File: config.mk
export PLATFORM = sky130hd
export DESIGN_NAME = qwr_reg_bank_i2c
export DESIGN_NICKNAME = d
export VERILOG_FILES = /design/src/verilog/qwr_pkg.sv /design/src/verilog/qwr_pin_if.sv /design/src/verilog/qwr_pin_sync.sv /design/src/verilog/qwr_reg_bank_i2c.sv /design/src/verilog/qwr_wiper_out.sv
export SDC_FILE = /design/constraint.sdc
export NUM_CORES = 1
export LEC_CHECK = 0
export BUFFER_PORTS_ARGS = -buffer_cell sky130_fd_sc_hd__buf_2
export CAP_MARGIN = 20
export CORE_MARGIN = 2
export CORE_UTILIZATION = 35
export CTS_BUF_LIST = sky130_fd_sc_hd__clkbuf_16
export CTS_CLUSTER_DIAMETER = 80
export DETAILED_ROUTE_END_ITERATION = 8
export HOLD_SLACK_MARGIN = 0.12
export PLACE_DENSITY = 0.5
export SETUP_SLACK_MARGIN = 0.5
export SYNTH_ARGS = -nofsm -noshare
export SYNTH_HDL_FRONTEND = slang
export SYNTH_HIERARCHICAL = 1
export SYNTH_SLANG_ARGS = --single-unit
File: constraint.sdc
create_clock -name i_core_clk -period 3.75 [get_ports i_core_clk]
set_input_delay 0.75 -clock i_core_clk [delete_from_list [all_inputs] [get_ports i_core_clk]]
set_output_delay 0.75 -clock i_core_clk [all_outputs]
set_load 0.005 [all_outputs]
File: src/verilog/qwr_pkg.sv
/*
 * Shared constants of the quad wiper register bank: register map,
 * reset presets, identification byte layout and timing counts.
 * Assumes a 20 MHz core clock for every cycle count derived here.
 */
package qwr_pkg;

  // ----------------------------------------------------------------
  // Clock
  // ----------------------------------------------------------------
  localparam int CLK_PERIOD_NS = 50;

  // ----------------------------------------------------------------
  // Register map
  // ----------------------------------------------------------------
  localparam int         NUM_CH          = 4;
  localparam logic [7:0] WIPER_ADDR_LAST = 8'h03;
  localparam logic [7:0] CTRL_ADDR       = 8'h10;
  localparam logic [7:0] WIPER_RESET     = 8'h80;
  localparam logic [7:0] CTRL_RESET      = 8'h40;
  localparam int         SHUTDOWN_N_BIT        = 6;
  localparam logic [7:0] READ_UNMAPPED   = 8'h00;

  // ----------------------------------------------------------------
  // Identification byte: fixed prefix, three select bits, direction
  // ----------------------------------------------------------------
  localparam logic [3:0] ID_PREFIX  = 4'ha;
  localparam logic       DIR_READ   = 1'b1;
  localparam logic [3:0] BITS_FRAME = 4'h8;

  // ----------------------------------------------------------------
  // Timing
  // ----------------------------------------------------------------
  localparam int DROP_NS     = 200;
  localparam int DROP_CYC    = (DROP_NS + CLK_PERIOD_NS - 1) / CLK_PERIOD_NS;
  localparam int SETTLE_NS   = 1000;
  localparam int SETTLE_CYC  = (SETTLE_NS + CLK_PERIOD_NS - 1) / CLK_PERIOD_NS;

endpackage

File: src/verilog/qwr_pin_if.sv
/*
 * Carrier for synchronised serial bus pin events between the pin
 * synchroniser and the register bank core.
 * Assumes both ends run on the same core clock.
 */
`timescale 1ns/1ns
interface qwr_pin_if;
  logic       scl_rise;
  logic       scl_fall;
  logic       sda_in;
  logic       start;
  logic       stop;
  logic       supply_low;
  logic [2:0] addr_sel;

  modport prod (output scl_rise, scl_fall, sda_in, start, stop, supply_low, addr_sel);
  modport cons (input  scl_rise, scl_fall, sda_in, start, stop, supply_low, addr_sel);
endinterface

File: src/verilog/qwr_pin_sync.sv
/*
 * Two-flop synchronisers for the serial bus pins, the address select
 * straps and the supply dropout level, plus edge, start and stop
 * detection on the synchronised copies.
 * Assumes the serial clock is far slower than the core clock.
 */
`timescale 1ns/1ns
module qwr_pin_sync
  import qwr_pkg::*;
(
  // Clock and reset
  input  wire logic       i_core_clk,
  input  wire logic       i_rst_n,
  // Raw pins
  input  wire logic       i_scl,
  input  wire logic       i_sda,
  input  wire logic [2:0] i_addr_sel,
  input  wire logic       i_supply_low,
  // Events to the core
  qwr_pin_if.prod         pin
);

  // ----------------------------------------------------------------
  // State: first stage, second stage, one delayed copy of scl/sda
  // ----------------------------------------------------------------
  typedef struct packed {
    logic [5:0] meta;
    logic [5:0] sync;
    logic       scl_d;
    logic       sda_d;
  } qwr_sync_s;

  qwr_sync_s st;
  qwr_sync_s next_st;

  always_comb
  begin
    next_st       = st;
    next_st.meta  = {i_scl, i_sda, i_addr_sel, i_supply_low};
    next_st.sync  = st.meta;
    next_st.scl_d = st.sync[5];
    next_st.sda_d = st.sync[4];
  end

  always_ff @(posedge i_core_clk or negedge i_rst_n)
  begin
    if (!i_rst_n)
      st <= '{meta: 6'h30, sync: 6'h30, scl_d: 1'b1, sda_d: 1'b1};
    else
      st <= next_st;
  end

  // Data sampled on the rising serial clock, driven after the falling
  assign pin.scl_rise   = st.sync[5] & ~st.scl_d;
  assign pin.scl_fall   = ~st.sync[5] & st.scl_d;
  assign pin.sda_in     = st.sync[4];
  assign pin.start      = st.sync[5] & st.scl_d & st.sda_d & ~st.sync[4];
  assign pin.stop       = st.sync[5] & st.scl_d & ~st.sda_d & st.sync[4];
  assign pin.addr_sel   = st.sync[3:1];
  assign pin.supply_low = st.sync[0];

endmodule

File: src/verilog/qwr_reg_bank_i2c.sv
/*
 * Quad wiper register bank behind a two-wire serial slave port.
 * Holds four wiper position registers and the power down control
 * register, answers identification, address, write and read bytes.
 * Assumes an external pull-up on the data line and a bus master that
 * drives the serial clock far slower than the 20 MHz core clock.
 */
// Contract
// - Four 8-bit wiper registers and one 8-bit control register.
// - Wiper register of channel i sits at address i, 0 to 3.
// - Control register at address 10h, value 40h after power-up.
// - Code 00h selects the tap nearest the low terminal.
// - Code FFh selects the tap nearest the high terminal.
// - Tap moves monotonically, one tap per code step.
// - Power-up loads every wiper register with 80h, the centre tap.
// - Control bit 6 is active-low shutdown for all channels, rest zero.
// - In shutdown each array opens and wiper joins low terminal.
// - Shutdown bit reads 1 after power-up, normal operation.
// - Entering shutdown leaves wiper registers unchanged.
// - Leaving shutdown returns wipers to stored taps after settling.
// - Supply dropout during shutdown reloads all wipers to mid-scale.
// - Device is slave only; master starts transfers and clocks bus.
// - Every byte travels most significant bit first.
// - Sample data on rising serial clock, change after falling edge.
// - Data line driven open-drain only: pull low or release.
// - Three select inputs give low address bits; respond only on match.
// - Wiper registers are readable and writable over the serial bus.
// - Identification byte: 1010, three select bits, direction bit.
// - Write: id, address, data, each acknowledged; commit on ninth clock.
// - Further data bytes write consecutive channels in one transfer.
// - Read: write id, address, repeated start, read id, data, NACK, stop.
`timescale 1ns/1ns
module qwr_reg_bank_i2c
  import qwr_pkg::*;
#(
  parameter int SETTLE_CYCLES = SETTLE_CYC
)
(
  // Clock and reset
  input  wire logic             i_core_clk,
  input  wire logic             i_rst_n,
  // Serial bus
  input  wire logic             i_scl,
  input  wire logic             i_sda,
  output logic                  o_sda_out,
  output logic                  o_sda_oe,
  // Straps and supply monitor
  input  wire logic [2:0]       i_addr_sel,
  input  wire logic             i_supply_low,
  // Potentiometer channels
  output logic      [3:0][7:0]  o_tap_sel,
  output logic      [3:0]       o_end_open,
  output logic      [3:0]       o_wiper_to_low,
  output logic                  o_shutdown_n
);

  // ----------------------------------------------------------------
  // Types and state
  // ----------------------------------------------------------------
  typedef enum logic [3:0] {
    S_IDLE, S_ID, S_IDACK, S_ADDR, S_ADDRACK, S_WDATA, S_WACK, S_RDATA, S_RACK
  } qwr_state_e;

  typedef struct packed {
    qwr_state_e      state;
    logic [3:0]      cnt;
    logic [7:0]      shift;
    logic [7:0]      ptr;
    logic            rw;
    logic            mack;
    logic            sda_low;
    logic [3:0][7:0] wiper_position;
    logic            shutdown_n;
  } qwr_core_s;

  localparam qwr_core_s CORE_RESET = '{
    state:          S_IDLE,
    cnt:            4'h0,
    shift:          8'h00,
    ptr:            8'h00,
    rw:             1'b0,
    mack:           1'b0,
    sda_low:        1'b0,
    wiper_position: {4{WIPER_RESET}},
    shutdown_n:     CTRL_RESET[SHUTDOWN_N_BIT]
  };

  qwr_core_s st;
  qwr_core_s next_st;
  logic      reload;
  logic      id_match;
  logic [7:0] rd_now;
  logic [7:0] rd_next;

  qwr_pin_if pin ();

  // ----------------------------------------------------------------
  // Pin synchronisers and tap stage
  // ----------------------------------------------------------------
  qwr_pin_sync u_sync (
    .i_core_clk   (i_core_clk),
    .i_rst_n      (i_rst_n),
    .i_scl        (i_scl),
    .i_sda        (i_sda),
    .i_addr_sel   (i_addr_sel),
    .i_supply_low (i_supply_low),
    .pin          (pin.prod)
  );

  qwr_wiper_out #(
    .SETTLE_CYCLES (SETTLE_CYCLES),
    .DROP_CYCLES   (DROP_CYC)
  ) u_out (
    .i_core_clk     (i_core_clk),
    .i_rst_n        (i_rst_n),
    .i_wiper        (st.wiper_position),
    .i_shutdown_n   (st.shutdown_n),
    .i_supply_low   (pin.supply_low),
    .o_tap_sel      (o_tap_sel),
    .o_end_open     (o_end_open),
    .o_wiper_to_low (o_wiper_to_low),
    .o_reload       (reload)
  );

  // ----------------------------------------------------------------
  // Register read decode
  // ----------------------------------------------------------------
  function automatic logic [7:0] read_reg(input logic [7:0] addr,
                                          input logic [3:0][7:0] wp,
                                          input logic shutdown_n_n);
    logic [7:0] val;
    val = READ_UNMAPPED;
    if (addr <= WIPER_ADDR_LAST)
      val = wp[addr[1:0]];
    else if (addr == CTRL_ADDR)
    begin
      val           = 8'h00;
      val[SHUTDOWN_N_BIT] = shutdown_n_n;
    end
    return val;
  endfunction

  assign rd_now   = read_reg(st.ptr, st.wiper_position, st.shutdown_n);
  assign rd_next  = read_reg(st.ptr + 8'h01, st.wiper_position, st.shutdown_n);
  assign id_match = (st.shift[7:1] == {ID_PREFIX, pin.addr_sel});

  // ----------------------------------------------------------------
  // Serial slave sequencer
  // ----------------------------------------------------------------
  always_comb
  begin
    next_st = st;
    unique case (st.state)
      S_IDLE:
      begin
        // Slave only: nothing happens until the master sends a start
        next_st.sda_low = 1'b0;
      end
      S_ID, S_ADDR, S_WDATA:
      begin
        if (pin.scl_rise && st.cnt != BITS_FRAME)
        begin
          next_st.shift = {st.shift[6:0], pin.sda_in};
          next_st.cnt   = st.cnt + 4'h1;
        end
        if (pin.scl_fall && st.cnt == BITS_FRAME)
        begin
          next_st.cnt     = 4'h0;
          next_st.sda_low = 1'b1;
          if (st.state == S_ID)
          begin
            next_st.rw    = st.shift[0];
            next_st.state = S_IDACK;
            if (!id_match)
            begin
              // Another device on the bus: stay silent until next start
              next_st.sda_low = 1'b0;
              next_st.state   = S_IDLE;
            end
          end
          else if (st.state == S_ADDR)
          begin
            next_st.ptr   = st.shift;
            next_st.state = S_ADDRACK;
          end
          else
            next_st.state = S_WACK;
        end
      end
      S_IDACK:
      begin
        if (pin.scl_fall)
        begin
          next_st.sda_low = 1'b0;
          next_st.state   = S_ADDR;
          if (st.rw == DIR_READ)
          begin
            next_st.shift   = rd_now;
            next_st.sda_low = ~rd_now[7];
            next_st.state   = S_RDATA;
          end
        end
      end
      S_ADDRACK:
      begin
        if (pin.scl_fall)
        begin
          next_st.sda_low = 1'b0;
          next_st.state   = S_WDATA;
        end
      end
      S_WACK:
      begin
        // Commit on the rising edge of the ninth clock
        if (pin.scl_rise)
        begin
          if (st.ptr <= WIPER_ADDR_LAST)
            next_st.wiper_position[st.ptr[1:0]] = st.shift;
          else if (st.ptr == CTRL_ADDR)
            next_st.shutdown_n = st.shift[SHUTDOWN_N_BIT];
          next_st.ptr = st.ptr + 8'h01;
        end
        if (pin.scl_fall)
        begin
          next_st.sda_low = 1'b0;
          next_st.state   = S_WDATA;
        end
      end
      S_RDATA:
      begin
        if (pin.scl_rise)
          next_st.cnt = st.cnt + 4'h1;
        if (pin.scl_fall)
        begin
          if (st.cnt == BITS_FRAME)
          begin
            next_st.cnt     = 4'h0;
            next_st.sda_low = 1'b0;
            next_st.state   = S_RACK;
          end
          else
          begin
            next_st.shift   = {st.shift[6:0], 1'b0};
            next_st.sda_low = ~st.shift[6];
          end
        end
      end
      S_RACK:
      begin
        if (pin.scl_rise)
          next_st.mack = ~pin.sda_in;
        if (pin.scl_fall)
        begin
          next_st.state = S_IDLE;
          if (st.mack)
          begin
            next_st.ptr     = st.ptr + 8'h01;
            next_st.shift   = rd_next;
            next_st.sda_low = ~rd_next[7];
            next_st.state   = S_RDATA;
          end
        end
      end
    endcase
    // Bus conditions override any byte in flight
    if (pin.stop)
    begin
      next_st.sda_low = 1'b0;
      next_st.state   = S_IDLE;
    end
    if (pin.start)
    begin
      next_st.sda_low = 1'b0;
      next_st.cnt     = 4'h0;
      next_st.state   = S_ID;
    end
    // Dropout in shutdown wins over a coincident write
    if (reload && !st.shutdown_n)
      next_st.wiper_position = {4{WIPER_RESET}};
  end

  always_ff @(posedge i_core_clk or negedge i_rst_n)
  begin
    if (!i_rst_n)
      st <= CORE_RESET;
    else
      st <= next_st;
  end

  // ----------------------------------------------------------------
  // Outputs
  // ----------------------------------------------------------------
  // Never drive high; the pull-up makes the one
  assign o_sda_out    = 1'b0;
  assign o_sda_oe     = st.sda_low;
  assign o_shutdown_n = st.shutdown_n;
endmodule

File: src/verilog/qwr_wiper_out.sv
/*
 * Tap selection stage for the four potentiometer channels: registered
 * tap codes, shutdown switching with a settling hold on exit, and the
 * supply dropout filter that asks the core for a mid-scale reload.
 * Assumes the supply dropout level is already synchronised.
 */
`timescale 1ns/1ns
module qwr_wiper_out
  import qwr_pkg::*;
#(
  parameter int SETTLE_CYCLES = SETTLE_CYC,
  parameter int DROP_CYCLES   = DROP_CYC
)
(
  // Clock and reset
  input  wire logic                  i_core_clk,
  input  wire logic                  i_rst_n,
  // From the register bank
  input  wire logic [3:0][7:0]       i_wiper,
  input  wire logic                  i_shutdown_n,
  input  wire logic                  i_supply_low,
  // To the analog arrays and back to the core
  output logic      [3:0][7:0]       o_tap_sel,
  output logic      [3:0]            o_end_open,
  output logic      [3:0]            o_wiper_to_low,
  output logic                       o_reload
);

  // Settle counter is 16 bits, dropout counter 8 bits
  if (SETTLE_CYCLES < 1 || SETTLE_CYCLES > 65535 || DROP_CYCLES < 1 || DROP_CYCLES > 255)
  begin : g_bad_timing
    $error("qwr_wiper_out: timing count out of range");
  end

  typedef struct packed {
    logic [3:0][7:0] tap;
    logic            open;
    logic [15:0]     settle;
    logic [7:0]      drop;
    logic            reload;
  } qwr_out_s;

  qwr_out_s st;
  qwr_out_s next_st;

  // ----------------------------------------------------------------
  // Next state
  // ----------------------------------------------------------------
  always_comb
  begin
    next_st        = st;
    // Tap code follows the register one for one, 00 low end, ff high end
    next_st.tap    = i_wiper;
    next_st.reload = 1'b0;
    if (!i_shutdown_n)
    begin
      next_st.open   = 1'b1;
      next_st.settle = 16'(SETTLE_CYCLES);
    end
    else if (st.settle != 16'h0000)
    begin
      // Array stays open until the switches have settled
      next_st.settle = st.settle - 16'h0001;
      next_st.open   = 1'b1;
    end
    else
      next_st.open = 1'b0;
    // Dropout must persist before it counts; short glitches are ignored
    if (!i_shutdown_n && i_supply_low)
    begin
      if (st.drop != 8'(DROP_CYCLES))
        next_st.drop = st.drop + 8'h01;
      next_st.reload = (st.drop == 8'(DROP_CYCLES - 1));
    end
    else
      next_st.drop = 8'h00;
  end

  always_ff @(posedge i_core_clk or negedge i_rst_n)
  begin
    if (!i_rst_n)
      st <= '{tap: {4{WIPER_RESET}}, open: 1'b0, settle: 16'h0000,
              drop: 8'h00, reload: 1'b0};
    else
      st <= next_st;
  end

  genvar ch;
  generate
    for (ch = 0; ch < NUM_CH; ch++)
    begin : g_ch
      assign o_tap_sel[ch]      = st.tap[ch];
      assign o_end_open[ch]     = st.open;
      assign o_wiper_to_low[ch] = st.open;
    end
  endgenerate
  assign o_reload = st.reload;
endmodule
==> results.yml, run 1 <==
run_status:
  status: "finished clean"
final_layout:
  final_layout_size_suffix_gt1_share_pct: 20.9
  fillers: 1942
  utilization_pct: 39.2
  seq_area_mm2: 0.00332
  antenna_cells: 0
  final_cells: 954
  fin_nets: 694
  fin_area_mm2: 0.00766
  area_delta_synth_final_pct: 9.67
  multi_input_area_mm2: 0.00306
timing:
  min_period_ns: 2.95
  hold_ws_ns: 0.350
  grt_setup_unrepaired: "false"
  slew_viol_final: 0
  slew_headroom_pct: 37.9
  hold_violations: 0
  setup_viol: 0
  finalSetupTns_ns: 0
  skew_ns: 0.00822
  worst_slew_pin_slew_ns: 0.928
  fin_crit_sh_pct: 78.6
  fin_ws_ns: 0.803
  fmax_mhz: 339
global_routing:
  grt_max_degree: 82
  grt-busiest-layer: "met2"
  grt_pass1_vias: 4887
  antenna_found_initial: 0
  use_met2_pct: 24.3
  grt_use_total_pct: 15.7
  grt_overflow: 0
  grt_pass1_wl_um: 26300
  grtUsageMet3_pct: 3.62
  grtUsageMet1_pct: 21.2
routing:
  wl_um: 16100
  first_pass_iters: 5
  drc_errors: 0
  initialDrtViolationCount: 370
  vias_per_cell: 5.38
  vias: 5136
  ant_nets: 0
  wire_per_inst_um: 16.9
worst_setup_path:
  crit_slowest_cell: "or3_1"
  path_max_fanout: 16
  start_kind: "flip-flop"
  path_cells: "nor2b_1, and4b_1, nor3_1, or3_1, a311oi_1, a21oi_1"
  crit_buf_inv: 0
  cp.required_ns: 4.03
  path_delay_family: "simple AND/OR/NAND/NOR gates"
  critPathKind: "reg -> reg"
  endpoint_kind: "flip-flop"
  cp.arrival_ns: 3.23
  max_stage_delay_ns: 0.63
clocking:
  cts_made_buffers: 17
  cts_hold_buf: 0
  post_cts_buffers: 0
  cts_max_level: 4
  insertion_delay_ns: 0.42
  cts_buffer_depth: 2
  cts_tree: "built"
  post_cts_resized: 0
  path_clk_slew_ns: 0.06
  clockRootBuffer: "clkbuf_16"
  clkSinkCount: 132
floorplanning:
  design.core.area_mm2: 0.0195
  die_x_um: 145
  io_pins: 51
  dieArea_mm2: 0.0211
  die_h_um: 145
  start_util_pct: 35.8
  rows: 51
synth:
  synth.area.top_cells: "dfrtp_1 42%, dfstp_2 5.6%, buf_4 5.2%, mux4_2 5.2%, a21oi_1 3.9%"
  synth-simple-area-share_pct: 19.5
  async_flop_share_pct: 100
  seq_area_frac_synth_pct: 47.5
  muxShareOfSynthArea_pct: 7.72
  synth_fa_ha_area_share_pct: 1.79
  syn_nets: 705
  syn_inst: 687
  synth_top_family_by_area: "simple AND/OR/NAND/NOR gates"
  avgSynthCellArea_um2: 10.2
  synth_edf_count: 0
  ys_warn_count: 6
  ys_types: 80
  synth_commonest_cells: "117 x dfrtp_1, 55 x nand2_1, 54 x a21oi_1"
  synth_most_common_cell: "dfrtp_1"
  synth_top_area_cell: "dfrtp_1"
  ys_seq_elements: 132
  synth_top_area_share_pct: 41.9
  synth_compound_area_share_pct: 13.3
  synth_area_mm2: 0.00699
  synth_flop_cell: "dfrtp_1"
  synth_xor_xnor_area_share_pct: 1.38
run:
  maxCapViolations: 0
hold_path:
  hold_class: "reg -> reg"
pwr:
  p_total_mw: 4.63
  power_density_mw_per_mm2: 605
  leakage_nw: 3.36
  max-vdd-ir-drop_v: 0.000307
placed_design:
  dp_hpwl_um: 11000
  port_buffers: 49
  routabilityCongestion: 0.916
  place_ws_ns: 0.880
  dp.cells: 922
  place_area_mm2: 0.00710
-- power by group --
part           internal (mW)  switching (mW)  leakage, nW
sequential              1.62           0.368         1.72
clock                  0.913           0.651        0.265
combinational          0.490           0.590         1.38
-- cell families (layout without fill, tap and decap cells) --
family          after synthesis  count (layout)
fa+ha+maj                    10              10
buf+inv                     104             106
flops                       132             132
mux                          33              33
compound gates              144             144
xor+xnor                     11              11
simple gates                252             252
other cells                   1               1
-- sequential cells by signal, summed over array words and instances (netlist names) --
name                   cells
u_sync/next_st             7
u_out/st                  24
u_out/o_tap_sel           32
o_sda_oe                   1
u_sync/st                  2
u_sync/pin.supply_low      1
o_shutdown_n               1
u_sync/pin.sda_in          1
u_sync/pin.addr_sel        3
st                        58
u_out/o_end_open           1
u_out/o_reload             1
-- layout by cell type, fill, tap and decap left out, types with 15 or more instances in the layout --
cell type / netlist / routed
a21oi_1: 54 / 54
buf_2: 13 / 48
mux4_2: 16 / 16
inv_1: 18 / 19
clkbuf_16: 0 / 17
nand2_1: 55 / 55
o21ai_0: 16 / 16
dfstp_2: 15 / 15
a31oi_1: 16 / 16
nor2_1: 52 / 52
dfrtp_1: 117 / 117
nand2b_1: 15 / 15
nand3_1: 38 / 38
nor3_1: 17 / 17
-- per-layer routing --
| layer | wire (um) | vias to the layer above | share of wire (%) |
|---|---|---|---|
| li1 | - | 2408 | - |
| met1 | 7270 | 2551 | 45 |
| met2 | 7540 | 153 | 47 |
| met3 | 879 | 24 | 5.5 |
| met4 | 399 | 0 | 2.5 |
| met5 | 0 | - | 0 |
-- worst paths after layout --
kind / slack [ns] / end / cells past startpoint / from
setup / recovery: 0.80 / st[40]$_DFFE_PN0P_ / 6 / u_sync/st[1]$_DFF_PN1_
hold / removal: 0.35 / u_sync/pin.addr_sel[2]$_DFF_PN0_ / 0 / u_sync/next_st[5]$_DFF_PN0_
max in group asynchronous: 2.59 / u_sync/st[0]$_DFF_PN1_ / 2 / i_rst_n
setup reg to reg: 0.80 / st[40]$_DFFE_PN0P_ / 6 / u_sync/st[1]$_DFF_PN1_
hold reg to reg: 0.35 / u_sync/pin.addr_sel[2]$_DFF_PN0_ / 0 / u_sync/next_st[5]$_DFF_PN0_
min in group asynchronous: 0.37 / st[3]$_DFFE_PN0P_ / 1 / i_rst_n
-- layout make-up --
cell class | count | area share [%]
timing repair buffer | 56 | 4.23
clock buffer | 17 | 5.55
sequential | 132 | 43.4
clock inverter | 15 | 1.75
multi-input combinational | 451 | 39.9
inverter | 18 | 0.882
tap | 265 | 4.33
Note: power is estimated with default switching activity, not from simulation.
==> run 2: changes to the inputs <==
- ABC_AREA: unset -> 1
- PLACE_DENSITY: 0.5 -> 0.52
- clock period: 3.75 -> 2.64 ns (I/O delays scaled with it)
==> run 2 against run 1 <==
Sequential share of layout area decreased by 2.0 points. Clock power increased by 49%. Global-route usage increased by 0.58 points. Largest cell class unchanged.
==> results.yml, run 2 <==
synth:
  synth_commonest_cells: "176 x nand2_1, 117 x dfrtp_1, 81 x nand3_1"
  ys_types: 50
  avgSynthCellArea_um2: 8.30
  ys_seq_elements: 132
  synth_flop_cell: "dfrtp_1"
  synth_top_area_share_pct: 41.0
  synth_most_common_cell: "nand2_1"
  synth_top_area_cell: "dfrtp_1"
  synth_area_mm2: 0.00714
  synth_edf_count: 0
  syn_inst: 860
  seq_area_frac_synth_pct: 46.5
  ys_warn_count: 6
  synth.area.top_cells: "dfrtp_1 41%, nand2_1 9.3%, nand3_1 5.7%, dfstp_2 5.5%, buf_4 4.7%"
  syn_nets: 878
  async_flop_share_pct: 100
clocking:
  clockRootBuffer: "clkbuf_16"
  cts_tree: "built"
  cts_buffer_depth: 2
  path_clk_slew_ns: 0.06
  cts_max_level: 4
  cts_made_buffers: 17
  clkSinkCount: 132
  insertion_delay_ns: 0.42
timing:
  slew_headroom_pct: 56.2
  worst_slew_pin_slew_ns: 0.652
  setup_viol: 0
  grt_setup_unrepaired: "false"
  hold_violations: 0
  finalSetupTns_ns: 0
  fmax_mhz: 503
  fin_crit_sh_pct: 75.3
  skew_ns: 0.00880
  min_period_ns: 1.99
  fin_ws_ns: 0.653
  slew_viol_final: 0
worst_setup_path:
  path_cells: "nor2_1, nand3_2, nand2_4, a21oi_1, nor3b_4, nand2_4, nand2_1, o21ai_2"
  crit_slowest_cell: "dfrtp_1"
  endpoint_kind: "flip-flop"
  max_stage_delay_ns: 0.42
  crit_top_cell: "nand2_4"
  cp.arrival_ns: 2.29
  cp.required_ns: 2.94
  path_max_fanout: 15
  path_delay_family: "simple AND/OR/NAND/NOR gates"
  critPathKind: "reg -> reg"
  start_kind: "flip-flop"
  crit_buf_inv: 0
global_routing:
  grt_overflow: 0
  grt_pass1_vias: 5236
  antenna_found_initial: 0
  grt_max_degree: 62
  grt_use_total_pct: 16.2
  grt_pass1_wl_um: 27700
floorplanning:
  dieArea_mm2: 0.0216
  design.core.area_mm2: 0.0201
  die_x_um: 147
  io_pins: 51
  die_h_um: 147
  rows: 52
  start_util_pct: 35.5
pwr:
  p_total_mw: 5.62
  power_density_mw_per_mm2: 700
  leakage_nw: 3.88
  max-vdd-ir-drop_v: 0.000403
final_layout:
  final_cells: 1165
  layout_common_cells: "175 x nand2_1, 116 x dfrtp_1, 81 x nand3_1, 80 x inv_1, 70 x nor2_1"
  regMostFlops: "st"
  layout_commonest_cell: "nand2_1"
  utilization_pct: 40.0
  antenna_cells: 0
  final_layout_size_suffix_gt1_share_pct: 21.3
  area_delta_synth_final_pct: 12.5
  fillers: 2079
  fin_nets: 900
  largest_reg_flops: 58
routing:
  wire_per_inst_um: 14.5
  drc_errors: 0
  ant_nets: 0
  first_pass_iters: 5
  wl_um: 16800
  vias_per_cell: 4.81
  vias: 5609
  initialDrtViolationCount: 403
placed_design:
  dp_hpwl_um: 12100
  place_ws_ns: 0.328
  routabilityCongestion: 0.888
  dp.cells: 1127
  port_buffers: 49
hold_path:
  hold_class: "in -> reg"
run_status:
  status: "finished clean"
run:
  maxCapViolations: 0
## run 2: cell count changes after synthesis, sizes merged, moves of 13 or more
cell	previous run	this run
o22ai	2	20
nor3	21	4
nand2b	15	0
inv	18	87
mux2i	13	0
nand3	39	87
nor2	53	100
o21ai	18	63
nand2	59	192
mux4	16	0
## run 2: cell families (layout without fill, tap and decap cells)
family	count (synthesis)	in the layout	share of synthesized area (%)
and+or+nand+nor	398	398	26.5
AOI/OAI and AO/OA	157	157	12.9
buffers and inverters	155	190	11.4
DFF	132	132	46.5
adders and majority gates	10	10	1.75
xor gates and xnor gates	7	7	0.858
other	1	1	0.0525
## run 2: worst reg2reg max path, delay by kind of cell (launching register included)
| kind | cells | cell delay [ns] |
|---|---|---|
| AND/OR/NAND/NOR | 6 | 1.31 |
| flip-flops | 1 | 0.42 |
| AO/OA/AOI/OAI | 2 | 0.14 |
## run 2: timing repair
action	CTS	global route
cloned	0	0
setup endpoints to repair	24	27
resized for setup	3	5
endpoints found under the hold margin	44	0
pin swaps	1	1
setup buffers	2	3
hold buffers	1	0
## run 2: metal layers
layer,share of wire (%),track usage (%),vias to the layer above
li1,-,-,2840
met2,45,25.0,117
met4,1.3,5.39,0
met5,0,0,-
met3,3.8,3.32,20
met1,50,22.9,2632
## run 2: path summary, 6_finish.rpt
path | cells past startpoint | from | slack, ns | end
setup / recovery | 8 | st[58]$_DFFE_PN0P_ | 0.65 | st[40]$_DFFE_PN0P_
hold / removal | 1 | i_sda | 0.20 | u_sync/next_st[6]$_DFF_PN1_
setup reg to reg | 8 | st[58]$_DFFE_PN0P_ | 0.65 | st[40]$_DFFE_PN0P_
hold reg to reg | 0 | u_sync/next_st[3]$_DFF_PN0_ | 0.35 | u_sync/pin.addr_sel[0]$_DFF_PN0_
max in group asynchronous | 3 | i_rst_n | 1.29 | st[8]$_DFFE_PN1P_
min in group asynchronous | 2 | i_rst_n | 0.62 | u_out/o_tap_sel[9]$_DFF_PN0_
## run 2: area by class of cell
type | count | area (um^2) | share of cell area [%]
clock inverters | 15 | 155 | 1.93
flip-flops and latches | 132 | 3320 | 41.4
inverters | 90 | 350 | 4.36
clock buffers | 17 | 425 | 5.30
multi-input cells | 573 | 3030 | 37.7
well taps | 270 | 338 | 4.21
repair buffers | 68 | 409 | 5.09
## run 2: through the flow
step / instance area, um^2 / hold WS (ns)
after global placement: 7380 / 0.335
after floorplan: 7140 / 0.232
after detailed placement: 7380 / 0.336
after CTS: 8000 / 0.177
after global routing: 8030 / 0.173
final: 8030 / 0.197
## run 2: power breakdown
part / switching (mW) / total, mW / leakage, nW / internal [mW]
Combinational: 0.536 / 0.836 / 1.85 / 0.299
Sequential: 0.232 / 2.46 / 1.74 / 2.23
Clock: 0.928 / 2.32 / 0.287 / 1.39
==> run 3: changes to the inputs <==
- ABC_AREA: 1 -> 0
- clock period: 2.64 -> 1.8 ns (I/O delays scaled with it)
==> run 3 against run 2 <==
The run now ends with setup timing left. Setup slack lost 0.91 ns. Clock-buffer cell count did not move. Fmax is 3.3% lower. Largest power group is now combinational cells. Clock skew grew 0.0054 ns. Total power rose by 120%. Routed wire length is 22% higher. Sequential power is 53% higher. Critical path depth shrank 1. Sequential share of layout area fell by 9.6 points. Highest routed layer unchanged. Global-route usage increased by 3.0 points. First-iteration DRC count up 0.74%. Hold slack better by 0.095 ns.
==> results.yml, run 3 (synthesized netlist as in run 1, its figures left out) <==
floorplanning:
  rows: 51
  die_x_um: 145
  io_pins: 51
  dieArea_mm2: 0.0211
  design.core.area_mm2: 0.0195
  start_util_pct: 35.8
  die_h_um: 145
final_layout:
  utilization_pct: 53.7
  final_layout_size_suffix_gt1_share_pct: 55.2
  largest_reg_flops: 58
  layout_common_cells: "120 x buf_4, 108 x dfrtp_1, 48 x buf_6, 44 x buf_2, 43 x nand2_1"
  area_delta_synth_final_pct: 50.1
  antenna_cells: 0
  layout_commonest_cell: "buf_4"
  regMostFlops: "st"
  fin_nets: 874
placed_design:
  dp_hpwl_um: 12800
  routabilityCongestion: 0.830
  place_ws_ns: -0.283
  port_buffers: 49
timing:
  slew_viol_final: 0
  fin_crit_sh_pct: 114
  min_period_ns: 2.05
  hold_violations: 0
  fin_ws_ns: -0.254
  grt_setup_unrepaired: "true"
  fmax_mhz: 487
  skew_ns: 0.0142
  setup_viol: 54
  worst_slew_pin_slew_ns: 0.601
  slew_headroom_pct: 59.9
run_status:
  status: "finished, violations left"
  violations: "setup timing"
worst_setup_path:
  r2r-end: "st[17]$_DFFE_PN0P_"
  rrSetupSlack_ns: -0.25
  startpoint: "st[43]$_DFFE_PN0P_"
  cp-endpoint: "st[17]$_DFFE_PN0P_"
  endpoint_kind: "flip-flop"
  cp.arrival_ns: 2.40
  cp.required_ns: 2.14
  path_max_fanout: 9
  worst-r2r-cell-count: 7
  start_kind: "flip-flop"
  r2r_start: "st[43]$_DFFE_PN0P_"
  critPathKind: "reg -> reg"
clocking:
  insertion_delay_ns: 0.43
  cts_max_level: 4
  path_clk_slew_ns: 0.06
  cts_tree: "built"
  cts_made_buffers: 17
  clkSinkCount: 132
  cts_buffer_depth: 2
  clockRootBuffer: "clkbuf_16"
global_routing:
  grt_overflow: 0
  grt_use_total_pct: 19.3
  grt_pass1_wl_um: 32400
  antenna_found_initial: 0
  grt_pass1_vias: 6006
  grt_max_degree: 82
run:
  maxCapViolations: 0
pwr:
  power_density_mw_per_mm2: 1170
  max-vdd-ir-drop_v: 0.000675
  leakage_nw: 4.52
routing:
  initialDrtViolationCount: 406
  vias_per_cell: 5.29
  ant_nets: 0
  wire_per_inst_um: 18.1
  vias: 5995
  wl_um: 20500
  first_pass_iters: 5
  drc_errors: 0
hold_path:
  hold_class: "in -> async"
==> run 3: changes by cell type in the layout (fill, tap and decap cells not counted), moves of 18 or more <==
cell	change
nand2_1	-132
buf_4	+103
nand3_1	-71
inv_1	-69
buf_6	+47
o21ai_0	-37
nor2_1	-28
a21oi_2	+25
nor2_2	-19
o22ai_1	-18
==> run 3: area by class of cell <==
cell class                 count  area (um^2)
clock buffer                  17          425
clock inverter                15          168
fill                        1680         9040
inverter                      18         80.1
multi-input combinational    455         4180
sequential                   132         3330
tap                          265          332
timing repair buffer         232         1970
==> run 3: stage by stage <==
stage | power [mW] | TNS (ns) | instance area (um^2) | hold WS (ns) | std cells
final | 12.2 | -8.63 | 10500 | 0.292 | 1134
after global placement | 7.51 | -8.62 | 8040 | 0.154 | 1024
after global routing | 12.9 | -12.57 | 10500 | 0.276 | 1134
after CTS | 11.7 | -5.62 | 9600 | 0.277 | 1103
after floorplan | 6.04 | -3.54 | 7200 | 0.0644 | 687
after detailed placement | 7.56 | -9.64 | 8040 | 0.154 | 1024
==> run 3: worst min path at each step <==
stage                 start                            end  slack (ns)  cells after the start
floorplan           i_rst_n           o_sda_oe$_DFFE_PN0P_        0.06                      0
global placement    i_rst_n  u_out/o_tap_sel[27]$_DFF_PN0_        0.15                      1
detailed placement  i_rst_n  u_out/o_tap_sel[27]$_DFF_PN0_        0.15                      1
CTS                 i_rst_n   u_out/o_tap_sel[9]$_DFF_PN0_        0.28                      2
global route        i_rst_n  u_out/o_tap_sel[27]$_DFF_PN0_        0.28                      2
finish              i_rst_n  u_out/o_tap_sel[27]$_DFF_PN0_        0.29                      2
==> run 3: power by group <==
part	switching, mW	total (mW)	internal (mW)
combinational	2.52	4.95	2.43
clock	1.35	3.52	2.17
sequential	0.366	3.76	3.39
==> run 3: per-layer routing <==
layer / wire [um] / vias up / track usage [%]
li1: - / 2773 / -
met5: 0 / - / 0
met4: 503 / 0 / 7.16
met2: 10100 / 181 / 31.5
met1: 9020 / 3002 / 25.6
met3: 866 / 39 / 3.58
==> run 3: timing repair <==
action | CTS | global route
gates cloned | 4 | 1
resized for setup | 142 | 132
endpoints found under the setup margin | 96 | 103
pin swaps | 50 | 64
hold buffers | 7 | 0
buffers inserted | 36 | 29
endpoints found under the hold margin | 123 | 0
==> run 3: critical path: stages (launching register included) <==
cell,delay (ns)
dfrtp_1,0.38
or2_1,0.26
or4_4,0.54
nor2_4,0.19
buf_12,0.21
buf_12,0.16
nand3_4,0.07
a21oi_2,0.15
